[config.mk]
export PLATFORM = sky130hd
export DESIGN_NAME = wds_shim
export DESIGN_NICKNAME = d
export VERILOG_FILES = /design/src/wds_pkg.sv /design/src/wds_beat_counter.sv /design/src/wds_shim.sv
export SDC_FILE = /design/constraint.sdc
export NUM_CORES = 1
export LEC_CHECK = 0
export ABC_CLOCK_PERIOD_IN_PS = 2850
export BUFFER_PORTS_ARGS = -buffer_cell sky130_fd_sc_hd__buf_2
export CORE_MARGIN = 2
export CORE_UTILIZATION = 34
export CTS_BUF_LIST = sky130_fd_sc_hd__clkbuf_16
export DETAILED_ROUTE_END_ITERATION = 6
export PLACE_DENSITY_LB_ADDON = 0.08
export SKIP_LAST_GASP = 1
export SYNTH_ARGS = -nofsm -noshare
export SYNTH_HDL_FRONTEND = slang
export SYNTH_SLANG_ARGS = --single-unit
[constraint.sdc]
create_clock -name CLK -period 2.85 [get_ports CLK]
set_input_delay 0.285 -clock CLK [delete_from_list [all_inputs] [get_ports CLK]]
set_output_delay 0.285 -clock CLK [all_outputs]
set_load 0.05 [all_outputs]
[src/wds_pkg.sv]
// Constants for the write channel default shim
package wds_pkg;
    // Bus widths of both ports, and the write-count width
    localparam int ADDR_W     = 32;
    localparam int MST_ADDR_W = 24;
    localparam int DATA_W     = 32;
    localparam int STRB_W     = 4;
    localparam int ID_W       = 4;
    localparam int LEN_W      = 8;
    localparam int SIZE_W     = 3;
    localparam int BURST_W    = 2;
    localparam int CACHE_W    = 4;
    localparam int PROT_W     = 3;
    localparam int RESP_W     = 2;
    localparam int PEND_W     = 4;

    // Values driven where the master leaves a signal out
    localparam logic [ID_W-1:0]    DEF_ID     = 4'h0;
    localparam logic [3:0]         DEF_REGION = 4'h0;
    localparam logic [3:0]         DEF_QOS    = 4'h0;
    localparam logic [LEN_W-1:0]   DEF_LEN    = 8'h00;
    localparam logic [SIZE_W-1:0]  DEF_SIZE   = 3'h2;
    localparam logic [BURST_W-1:0] DEF_BURST  = 2'h1;
    localparam logic               DEF_LOCK   = 1'h0;
    localparam logic [CACHE_W-1:0] DEF_CACHE  = 4'h0;
    localparam logic [STRB_W-1:0]  DEF_STRB   = 4'hf;
    localparam logic [ADDR_W-MST_ADDR_W-1:0] DEF_ADDR_HI = 8'h00;

    // Response codes
    localparam logic [RESP_W-1:0]  RESP_OKAY  = 2'h0;

    // Write-count limits and beat-count steps
    localparam logic [PEND_W-1:0]  PEND_ZERO  = 4'h0;
    localparam logic [PEND_W-1:0]  PEND_ONE   = 4'h1;
    localparam logic [PEND_W-1:0]  PEND_MAX   = 4'hf;
    localparam logic [LEN_W-1:0]   BEAT_ONE   = 8'h01;
    localparam logic [LEN_W-1:0]   BEAT_ZERO  = 8'h00;
endpackage

[src/wds_beat_counter.sv]
// Write-data beat counter that finds the last beat from the burst length
`timescale 1ns/1ps
module wds_beat_counter
    import wds_pkg::*;
(
    input  wire logic             clk,
    input  wire logic             resetn,
    input  wire logic             beat,
    input  wire logic [LEN_W-1:0] len,
    output logic                  is_last
);
    typedef struct packed {
        logic [LEN_W-1:0] count;
    } wds_beat_state_t;

    wds_beat_state_t st;
    wds_beat_state_t next_st;

    // Last beat when the count reaches the burst length
    assign is_last = (st.count == len);

    // Count beats and wrap at the end of each burst
    always_comb begin
        next_st = st;
        if (beat) begin
            if (is_last) begin
                next_st.count = BEAT_ZERO;
            end else begin
                next_st.count = st.count + BEAT_ONE;
            end
        end
    end

    always_ff @(posedge clk) begin
        if (!resetn) begin
            st.count <= BEAT_ZERO;
        end else begin
            st <= next_st;
        end
    end
endmodule

[src/wds_shim.sv]
// Write-only shim: reduced master port to full memory-slave port with defaults
`timescale 1ns/1ps
module wds_shim
    import wds_pkg::*;
(
    input  wire logic                  CLK,
    input  wire logic                  RESETN,
    // Reduced master side
    input  wire logic [MST_ADDR_W-1:0] M_AWADDR,
    input  wire logic [PROT_W-1:0]     M_AWPROT,
    input  wire logic                  M_AWVALID,
    output logic                       M_AWREADY,
    input  wire logic [DATA_W-1:0]     M_WDATA,
    input  wire logic                  M_WLAST,
    input  wire logic                  M_WVALID,
    output logic                       M_WREADY,
    output logic                       M_BVALID,
    input  wire logic                  M_BREADY,
    // Full memory-slave side
    output logic [ID_W-1:0]            S_AWID,
    output logic [ADDR_W-1:0]          S_AWADDR,
    output logic [3:0]                 S_AWREGION,
    output logic [LEN_W-1:0]           S_AWLEN,
    output logic [SIZE_W-1:0]          S_AWSIZE,
    output logic [BURST_W-1:0]         S_AWBURST,
    output logic                       S_AWLOCK,
    output logic [CACHE_W-1:0]         S_AWCACHE,
    output logic [PROT_W-1:0]          S_AWPROT,
    output logic [3:0]                 S_AWQOS,
    output logic                       S_AWVALID,
    input  wire logic                  S_AWREADY,
    output logic [DATA_W-1:0]          S_WDATA,
    output logic [STRB_W-1:0]          S_WSTRB,
    output logic                       S_WLAST,
    output logic                       S_WVALID,
    input  wire logic                  S_WREADY,
    input  wire logic [ID_W-1:0]       S_BID,
    input  wire logic [RESP_W-1:0]     S_BRESP,
    input  wire logic                  S_BVALID,
    output logic                       S_BREADY,
    // Status
    output logic                       LAST_ERROR,
    output logic                       RESP_ERROR,
    output logic                       ORPHAN_RESP,
    output logic [PEND_W-1:0]          PENDING_WRITES
);
    typedef struct packed {
        logic [PEND_W-1:0] pending;
        logic              last_error;
        logic              resp_error;
        logic              orphan_resp;
    } wds_state_t;

    wds_state_t st;
    wds_state_t next_st;

    logic aw_fire;
    logic w_fire;
    logic b_fire;
    logic cnt_last;
    logic aw_room;

    // Stall new addresses only when the write count stands at PEND_MAX
    assign aw_room = (st.pending != PEND_MAX);

    // Defaults made locally; constants so they hold in the AWVALID cycle
    assign S_AWID     = DEF_ID;
    assign S_AWREGION = DEF_REGION;
    assign S_AWQOS    = DEF_QOS;
    assign S_AWLEN    = DEF_LEN;
    assign S_AWSIZE   = DEF_SIZE;
    assign S_AWBURST  = DEF_BURST;
    assign S_AWLOCK   = DEF_LOCK;
    assign S_AWCACHE  = DEF_CACHE;
    assign S_WSTRB    = DEF_STRB;

    // Narrow master address widened with zero high bits
    assign S_AWADDR = {DEF_ADDR_HI, M_AWADDR};

    // Mandatory signals pass through with no register stage
    assign S_AWPROT  = M_AWPROT;
    assign S_AWVALID = M_AWVALID && aw_room;
    assign M_AWREADY = S_AWREADY && aw_room;
    assign S_WDATA   = M_WDATA;
    assign S_WLAST   = M_WLAST;
    assign S_WVALID  = M_WVALID;
    assign M_WREADY  = S_WREADY;
    assign M_BVALID  = S_BVALID;
    // Response ID and code are dropped: the reduced master omits them
    assign S_BREADY  = M_BREADY;

    // Handshake events
    assign aw_fire = S_AWVALID && S_AWREADY;
    assign w_fire  = M_WVALID && S_WREADY;
    assign b_fire  = S_BVALID && M_BREADY;

    // Beat counting against the length the slave actually sees
    wds_beat_counter u_beats (
        .clk     (CLK),
        .resetn  (RESETN),
        .beat    (w_fire),
        .len     (S_AWLEN),
        .is_last (cnt_last)
    );

    // Bookkeeping: outstanding writes and sticky protocol flags
    always_comb begin
        next_st = st;
        // Count from address accept to response accept
        if (aw_fire && !b_fire) begin
            next_st.pending = st.pending + PEND_ONE;
        end else if (b_fire && !aw_fire && st.pending != PEND_ZERO) begin
            next_st.pending = st.pending - PEND_ONE;
        end
        // Master's marker disagreeing with the counted last beat
        if (w_fire && (M_WLAST != cnt_last)) begin
            next_st.last_error = 1'b1;
        end
        // Master cannot see errors, so record any non-OKAY code
        if (b_fire && (S_BRESP != RESP_OKAY)) begin
            next_st.resp_error = 1'b1;
        end
        // Response with no write outstanding is still accepted, never hung
        if (b_fire && st.pending == PEND_ZERO && !aw_fire) begin
            next_st.orphan_resp = 1'b1;
        end
    end

    // State register; flags stay until reset
    always_ff @(posedge CLK) begin
        if (!RESETN) begin
            st.pending     <= PEND_ZERO;
            st.last_error  <= 1'b0;
            st.resp_error  <= 1'b0;
            st.orphan_resp <= 1'b0;
        end else begin
            st <= next_st;
        end
    end

    // Status outputs straight from flip-flops
    assign LAST_ERROR     = st.last_error;
    assign RESP_ERROR     = st.resp_error;
    assign ORPHAN_RESP    = st.orphan_resp;
    assign PENDING_WRITES = st.pending;
endmodule

======== Word-level counts from Yosys, hierarchy flattened ========
Cells that the tools add are included.
storage, ports and cells
  bits in registers ....................... 15
  logic and storage cells ................. 32
  input port bits ......................... 74
operators by class
  muxes and demuxes ....................... 3
  reduce and logical (&&, ||, !) cells .... 19
  add/sub/neg operators ................... 3
  eq/ne operators ......................... 2
operators with widths
  cell                   number
  $logic_and A1 B1 Y1    12
  $add A8 B1 Y8 const B  1
  $logic_not A8 Y1       1
  $mux W4                2
  $mux W8                1
  $add A4 B1 Y4 const B  1
  $logic_not A4 Y1       1
  $ne A4 B4 Y1 const B   1
  $reduce_bool A2 Y1     2
  $reduce_bool A4 Y1     1
  $sub A4 B1 Y4 const B  1
  $logic_not A1 Y1       2
  $ne A1 B1 Y1           1

======== Longest topological paths before layout ========
Gate-level depths: netlist of the first run.
  depth in word-level cells ............... 8
  mapped depth ............................ 9
  gate-level depth less buffers ........... 8

======== Modules after synthesis ========
From an unflattened synthesis of the first run, not the netlist that was laid out.
unflattened totals
  cells, all modules ...................... 206
  area, all modules ....................... 1691.6 um2
modules (own cells, without submodules)
  module            area an instance (um2)  cells an instance  sequential area each (um2)  times used
  wds_shim          1243.7                  157                140.1                       1
  wds_beat_counter  447.9                   49                 160.2                       1

======== Least setup slack after synthesis of the first run ========
OpenSTA, ideal clock, no wires.
  kind .................................... register to register
  from .................................... register st, in the netlist PENDING_WRITES[0]
  to ...................................... register st, in the netlist PENDING_WRITES[3]
  stages on the path, launching flop included .. 10
  slack ................................... 309 ps
  arrival ................................. 2445 ps
  library setup time ...................... 96 ps
  buffers on the path ..................... 1
  cell sequence ........................... dfxtp_1 > nand4_2 > and4_1 > clkbuf_1 > inv_1 > ha_1 > a21o_1 > a2111oi_0 > mux2i_1 > o311ai_1
between the ends
  word-level cells in the longest chain between the ends .. 7
  elaborated cells on any way between the ends .. 13
  those cells by class .................... 2 x add/sub; 1 x eq/ne; 2 x mux; 8 x reduce/logical
RTL lines
  element                                                                line             RTL
  start, declared                                                        wds_shim.sv:54   wds_state_t st;
  start signal, assigned                                                 wds_shim.sv:137  st <= next_st;
  parallel branches: the longest is 7 deep, another holds $sub A4 B1 Y4  --
Parallel ways; which one is timed is not known. The select of a mux whose other input is x is not followed.
A chain may end at the register's enable or synchronous reset.

======== Worst setup path after layout of the first run ========
Ends and elaborated chain as after synthesis.

==> metrics, run 1 <==
DR iter-0 viols=27; Crit Path Category=flop to flop; Max-slew headroom=60.1%; Post-Place Setup Slack=0.535 ns; Synth area leaders=buf_4, dfxtp_1, ha_1; flops & latches, synth=15; Antenna Violating Nets Remaining=0; WL per Instance=11.8 µm; H-tree depth=1; crit path max-delay cell type=dfxtp_1; RSZ-0062 raised after global routing=no; Die H=72.9 µm; Clock Skew=0.00138 ns; Yosys warnings=0; Top Family by Delay on Critical Path=compound AO/OA/AOI/OAI gates; worst r2r path cells=8; Max Cap Viol=0; Cells after Synth=203; Clock Root Buffer=clkbuf_16; Most used DFF post-synth=dfxtp_1; max incr delay on CP=0.47 ns; worst endpoint data arrival time=2.47 ns; Ant. Diodes=0; Setup Fix Bufs, Post-CTS=0; Final #Nets=243; Final Util=26.4%; initial antenna violation count=0; Hold Path Depth=3; gr usage total=9.18%; vias in the first global route=795; Final setup viols=0; CP cell instances=nand4_2, and4_1, inv_1, ha_1, a21o_1, a2111oi_0, mux2i_1, o311ai_1; setup TNS=0 ns; f_max=0.431 GHz; count of pins over their slew limit=0; status=complete, no violations; clock slew at reported path FFs=0.05 ns; post-synthesis sequential area ratio=18.6%; Max VDD drop=0.332 mV; Tightest Hold Check Type=input port to flop; PD cells=654 nW/µm²; row count=25; via/cell ratio=4.18; post-cts gate resize count=0; Buf+Inv Stages, Crit Path=1; GPL Wtd Cong=0.699; Pre-antenna DRT Iters=4; Yosys top cell area share=49.3%; Ports=189; ys async rst share=0%; commonest non-fill, non-tap cell in the layout=conb_1; final worst path period share=81.4%; Clock Path Buffers=2; CP startpoint kind=flop; synthesized area=1620 µm²; layout cell share with drive strength beyond 1=19.0%; Levels on crit path=8; total CTS buffers=3; most frequent cells in the layout=conb_1, buf_2, dfxtp_1, nor2_1, nand2_1; Post-CTS Hold Fix Bufs=0; via count=906; Area growth, synth to finish=-23.9%; number of synthesized flops with an enable pin=0; layout filler cell count=524; synth unique cells=34; port bufs=24; Least-Margin Pin Slew=0.594 ns; Crit Path Max Fanout=7; Worst-Skew Late Latency=0.24 ns; starting density of the core=34.7%; Final Hold Viols=0; Synth Area per Inst=7.96 µm²; largest net degree at the start of global routing=10; worst setup margin=0.529 ns; Non-Filler Instances=217; WP data required=3.00 ns; Core Area=4660 µm²; dpl hpwl=2.09 mm; Die Area=5320 µm²; Die X=72.9 µm; first-pass GRT wire length=3.76 mm; DRC Markers=0; final wirelength=2.57 mm; largest area contributor in the netlist=buf_4; clock sink count=15; Power Total=0.804 mW; gr ovfl total=0; dpl cells=213; CTS tree=built; fin crit period=2.32 ns; CP endpoint kind=flop; Pleak=0.585 nW
## cells in the mapped netlist, types with 2 or more instances
master   number
nor4_1        2
nor3_1        4
a21o_1        2
nor2_1       13
ha_1          4
buf_4       106
mux2i_1       2
nand3_1       3
nand2_1      12
conb_1        2
inv_1         4
dfxtp_1      15
xnor2_1       5
a21oi_1       4
o21ai_0       3
and4_1        2
xor2_1        2
and2_1        2
## flip-flops by register name (all words and copies together), names as in the netlist
signal and flops:
PENDING_WRITES 4, LAST_ERROR 1, u_beats.st 8, RESP_ERROR 1, ORPHAN_RESP 1
## final timing paths
check                                        from                 to  slack, ns
worst max-delay path            PENDING_WRITES[0]  PENDING_WRITES[3]       0.53
worst min-delay path                     M_WVALID      u_beats.st[1]       0.34
worst max register to register  PENDING_WRITES[0]  PENDING_WRITES[3]       0.53
worst min register to register        ORPHAN_RESP        ORPHAN_RESP       0.46
## where the power goes
group          total, mW  internal, mW  leakage [nW]  switching [mW]
clock network      0.271         0.187        0.0409          0.0834
logic              0.290        0.0533         0.422           0.237
registers          0.243         0.224         0.122          0.0192
total              0.804         0.465         0.585           0.339
## area by class of cell
type | instances | area [µm²] | share of cell area (%)
Clock buffer | 3 | 75.1 | 6.11
Clock inverter | 1 | 5.00 | 0.407
Inverter | 4 | 15.0 | 1.22
Multi-Input combinational cell | 116 | 646 | 52.5
Sequential cell | 15 | 300 | 24.4
Tap cell | 54 | 67.6 | 5.50
Timing Repair Buffer | 24 | 120 | 9.78
## worst min-delay path, stage by stage
cell	delay, ns
buf_2	0.12
nand3_1	0.07
a21oi_1	0.05
## kinds of logic after synthesis
kind of cell	synth area share, %
AOI/OAI and AO/OA	7.36
xor gates and xnor gates	3.80
adders and majority gates	4.34
buffers and inverters	50.7
DFF	18.6
muxes	1.24
other	0.465
and+or+nand+nor	13.5
## through the flow
step | cell area [µm²] | hold slack (ns)
global route | 1230 | 0.354
floorplan | 1770 | 0.445
finish | 1230 | 0.338
detailed placement | 1150 | 0.458
global placement | 1150 | 0.456
CTS | 1230 | 0.341
## metal layers
layer | wire length, µm | track usage [%] | vias up
met5 | 0 | 0 | -
met4 | 153 | 6.58 | 0
met3 | 272 | 3.59 | 26
met2 | 1170 | 14.8 | 64
met1 | 978 | 9.69 | 381
li1 | - | - | 435
No activity file was read; power rests on OpenSTA's default activity.
==> run 2, diff against run 1 <==
--- a/config.mk
+++ b/config.mk
@@ -5,10 +5,12 @@
 export SDC_FILE = /design/constraint.sdc
 export NUM_CORES = 1
 export LEC_CHECK = 0
-export ABC_CLOCK_PERIOD_IN_PS = 2850
+export ABC_AREA = 1
+export ABC_CLOCK_PERIOD_IN_PS = 2100
 export BUFFER_PORTS_ARGS = -buffer_cell sky130_fd_sc_hd__buf_2
+export CORE_ASPECT_RATIO = 1.4
 export CORE_MARGIN = 2
-export CORE_UTILIZATION = 34
+export CORE_UTILIZATION = 32
 export CTS_BUF_LIST = sky130_fd_sc_hd__clkbuf_16
 export DETAILED_ROUTE_END_ITERATION = 6
 export PLACE_DENSITY_LB_ADDON = 0.08
==> constraint.sdc (replaced) <==
create_clock -name CLK -period 2.1 [get_ports CLK]
set_input_delay 0.21 -clock CLK [delete_from_list [all_inputs] [get_ports CLK]]
set_output_delay 0.21 -clock CLK [all_outputs]
set_load 0.05 [all_outputs]
==> run 2 against run 1 <==
First-iteration DRC count down 74%. Critical path type unchanged. Global-route usage decreased by 0.23 points. Worst hold slack worse by 0.089 ns. Power is 34% higher. Critical endpoint unchanged. Synthesized cell count rose by 15%. Critical path depth up 3. Routed wire length rose by 10%. Final cell count up 20%. Worst setup slack worse by 0.27 ns. Non-clock buffer count stayed put. Sequential share of layout area shrank 2.0 points.
==> metrics, run 2 <==
CTS tree=built; Yosys top cell area share=46.4% (-2.9 points); most frequent cells in the layout=conb_1, buf_2, inv_1, nand2_1, nor2_1; Ant. Diodes=0 (unchanged); Yosys warnings=0 (unchanged); port bufs=24 (unchanged); Most used DFF post-synth=dfxtp_1; via count=1056 (+17%); Post-Place Setup Slack=0.228 ns (-0.307 ns); row count=31 (+24%); number of synthesized flops with an enable pin=0 (unchanged); DRC Markers=0 (unchanged); Buf+Inv Stages, Crit Path=0 (-1); gr usage total=8.95% (-0.23 points); Ports=189 (unchanged); Max VDD drop=0.267 mV (-19%); CP startpoint kind=flop; Die Area=5970 µm² (+12%); largest net degree at the start of global routing=9 (-1); Synth area leaders=buf_4, dfxtp_1, inv_1; Top Family by Delay on Critical Path=simple AND/OR/NAND/NOR gates; Clk network pwr share=33.9% (+0.2 points); post-cts gate resize count=0 (unchanged); GPL Wtd Cong=0.786 (+12%); Placed Area=1280 µm² (+12%); dpl hpwl=2.35 mm (+12%); Final #Nets=275 (+13%); Worst-Skew Late Latency=0.24 ns (about the same); worst endpoint data arrival time=1.97 ns (-0.50 ns); DR iter-0 viols=7 (-74%); Antenna Violating Nets Remaining=0 (unchanged); switching share of power=42.4% (+0.24 points); Synth Area per Inst=7.36 µm² (-7.5%); Cells after Synth=233 (+15%); gr ovfl total=0 (unchanged); final worst path period share=87.6% (+6.1 points); flops & latches, synth=15 (unchanged); most frequent cell after synthesis=buf_4; most flop-heavy register=u_beats.st; worst setup margin=0.261 ns (-0.268 ns); Pleak=0.694 nW (+19%); internal power=0.621 mW (+34%); RSZ-0062 raised after global routing=no; synthesized area=1720 µm² (+6.2%); total CTS buffers=3 (unchanged); synth unique cells=26 (-24%); Clock Root Buffer=clkbuf_16; PD cells=792 nW/µm² (+21%); f_max=0.544 GHz (+26%); Crit Path Category=flop to flop; largest area contributor in the netlist=buf_4; commonest non-fill, non-tap cell in the layout=conb_1; Clock Skew=0.000746 ns (-0.000633 ns); clock sink count=15 (unchanged); Pre-antenna DRT Iters=4 (unchanged); top cells by instance count after synthesis=buf_4, inv_1, nand2_1, nor2_1, dfxtp_1; Area growth, synth to finish=-20.6%; Core Area=5160 µm² (+11%); starting density of the core=33.3% (-1.4 points); via/cell ratio=4.05 (-3.1%); count of pins over their slew limit=0 (unchanged); Clock Path Buffers=2 (unchanged); CP endpoint kind=flop; initial antenna violation count=0 (unchanged); crit-path most repeated cell=nand2_1; Final Hold Viols=0 (unchanged); final wirelength=2.83 mm (+10%); Crit Path Max Fanout=6 (-1); fin crit period=1.84 ns (-0.482 ns); crit path max-delay cell type=dfxtp_2; post-synthesis sequential area ratio=17.5% (-1.1 points); Final Cell Area=1360 µm² (+11%); first-pass GRT wire length=4.24 mm (+13%); WL per Instance=10.8 µm (-8.5%); layout cell share with drive strength beyond 1=24.6% (+5.6 points); Power Total=1.08 mW (+34%); Tightest Hold Check Type=input port to flop; Die X=65.9 µm (-9.7%); Gate power share=36.1% (about the same); status=complete, no violations; total net switching power=0.458 mW (+35%); setup TNS=0 ns (unchanged); Post-CTS Hold Fix Bufs=0 (unchanged); CP cell instances=nand2_1, nor2_2, nor2_4, nand3_2, ha_1, nand2_1, nand2_1, nor2_1, nand4_1, a21oi_1, nor2_1; vias in the first global route=926 (+16%); ys async rst share=0% (unchanged); Final setup viols=0 (unchanged); max incr delay on CP=0.38 ns (-0.09 ns); H-tree depth=1 (unchanged); Die H=90.6 µm (+24%); clock slew at reported path FFs=0.05 ns (about the same); WP data required=2.23 ns (-0.77 ns); sequential power share=30.0% (-0.3 points); max reg flops=8 (unchanged); Max Cap Viol=0 (unchanged); Setup Fix Bufs, Post-CTS=0 (unchanged)
-- run 2: cell count changes after synthesis, sizes merged, moves of 3 or more --
cell and change:
inv +16, nand3 +8, nand2 +8, xnor2 -5, nor2 +9, o21ai +3
nor3b +3
-- run 2: kinds of logic (layout without fill, tap and decap cells) --
logic type / count (synthesis) / in the layout / share of synthesized area [%]
AO/OA/AOI/OAI: 14 / 14 / 4.38
AND/OR/NAND/NOR: 67 / 67 / 21.2
flip-flops: 15 / 15 / 17.5
buffers and inverters: 128 / 50 / 51.3
adder cells (fa/ha/maj): 5 / 5 / 4.08
XOR/XNOR: 2 / 2 / 1.02
other: 2 / 42 / 0.438
-- run 2: power groups by stage --
stage               logic (mW)  registers, mW  clock network (mW)
CTS                      0.391          0.324               0.380
global placement         0.390          0.330                   0
global route             0.417          0.327               0.387
finish                   0.389          0.323               0.366
detailed placement       0.390          0.330                   0
floorplan                0.655          0.374                   0
-- run 2: final cells by class --
cell class	instances	area (µm²)
Sequential cell	15	305
Tap cell	66	82.6
Fill cell	594	3800
Clock buffer	3	75.1
Clock inverter	1	3.75
Multi-Input combinational cell	130	689
Inverter	22	85.1
Timing Repair Buffer	24	120
-- run 2: per-layer routing --
| layer | track usage, % | vias up | share of wire, % |
|---|---|---|---|
| met5 | 0 | - | 0 |
| met4 | 8.16 | 0 | 6.5 |
| met3 | 1.87 | 22 | 9.7 |
| met2 | 15.5 | 58 | 50 |
| met1 | 8.41 | 473 | 33 |
| li1 | - | 503 | - |
-- run 2: final timing paths --
| kind | startpoint | to | slack, ns | cells after the start |
|---|---|---|---|---|
| worst max-delay path | PENDING_WRITES[0] | PENDING_WRITES[3] | 0.26 | 11 |
| worst min-delay path | RESETN | PENDING_WRITES[3] | 0.25 | 3 |
| worst max register to register | PENDING_WRITES[0] | PENDING_WRITES[3] | 0.26 | 11 |
| worst min register to register | RESP_ERROR | RESP_ERROR | 0.45 | 2 |
-- run 2: worst min-delay path: cells and delay by family --
| kind | cells | cell delay [ns] |
|---|---|---|
| buf+inv | 1 | 0.14 |
| simple gates | 2 | 0.10 |
-- run 2: per-stage QoR --
stage          hold slack, ns  util, %  std cells
6_report                0.248     26.4        261
5_1_grt                 0.267     26.4        261
4_1_cts                 0.247     26.4        261
3_5_place_dp            0.420     24.9        257
3_3_place_gp            0.420     24.9        257
2_1_floorplan           0.323        -        273
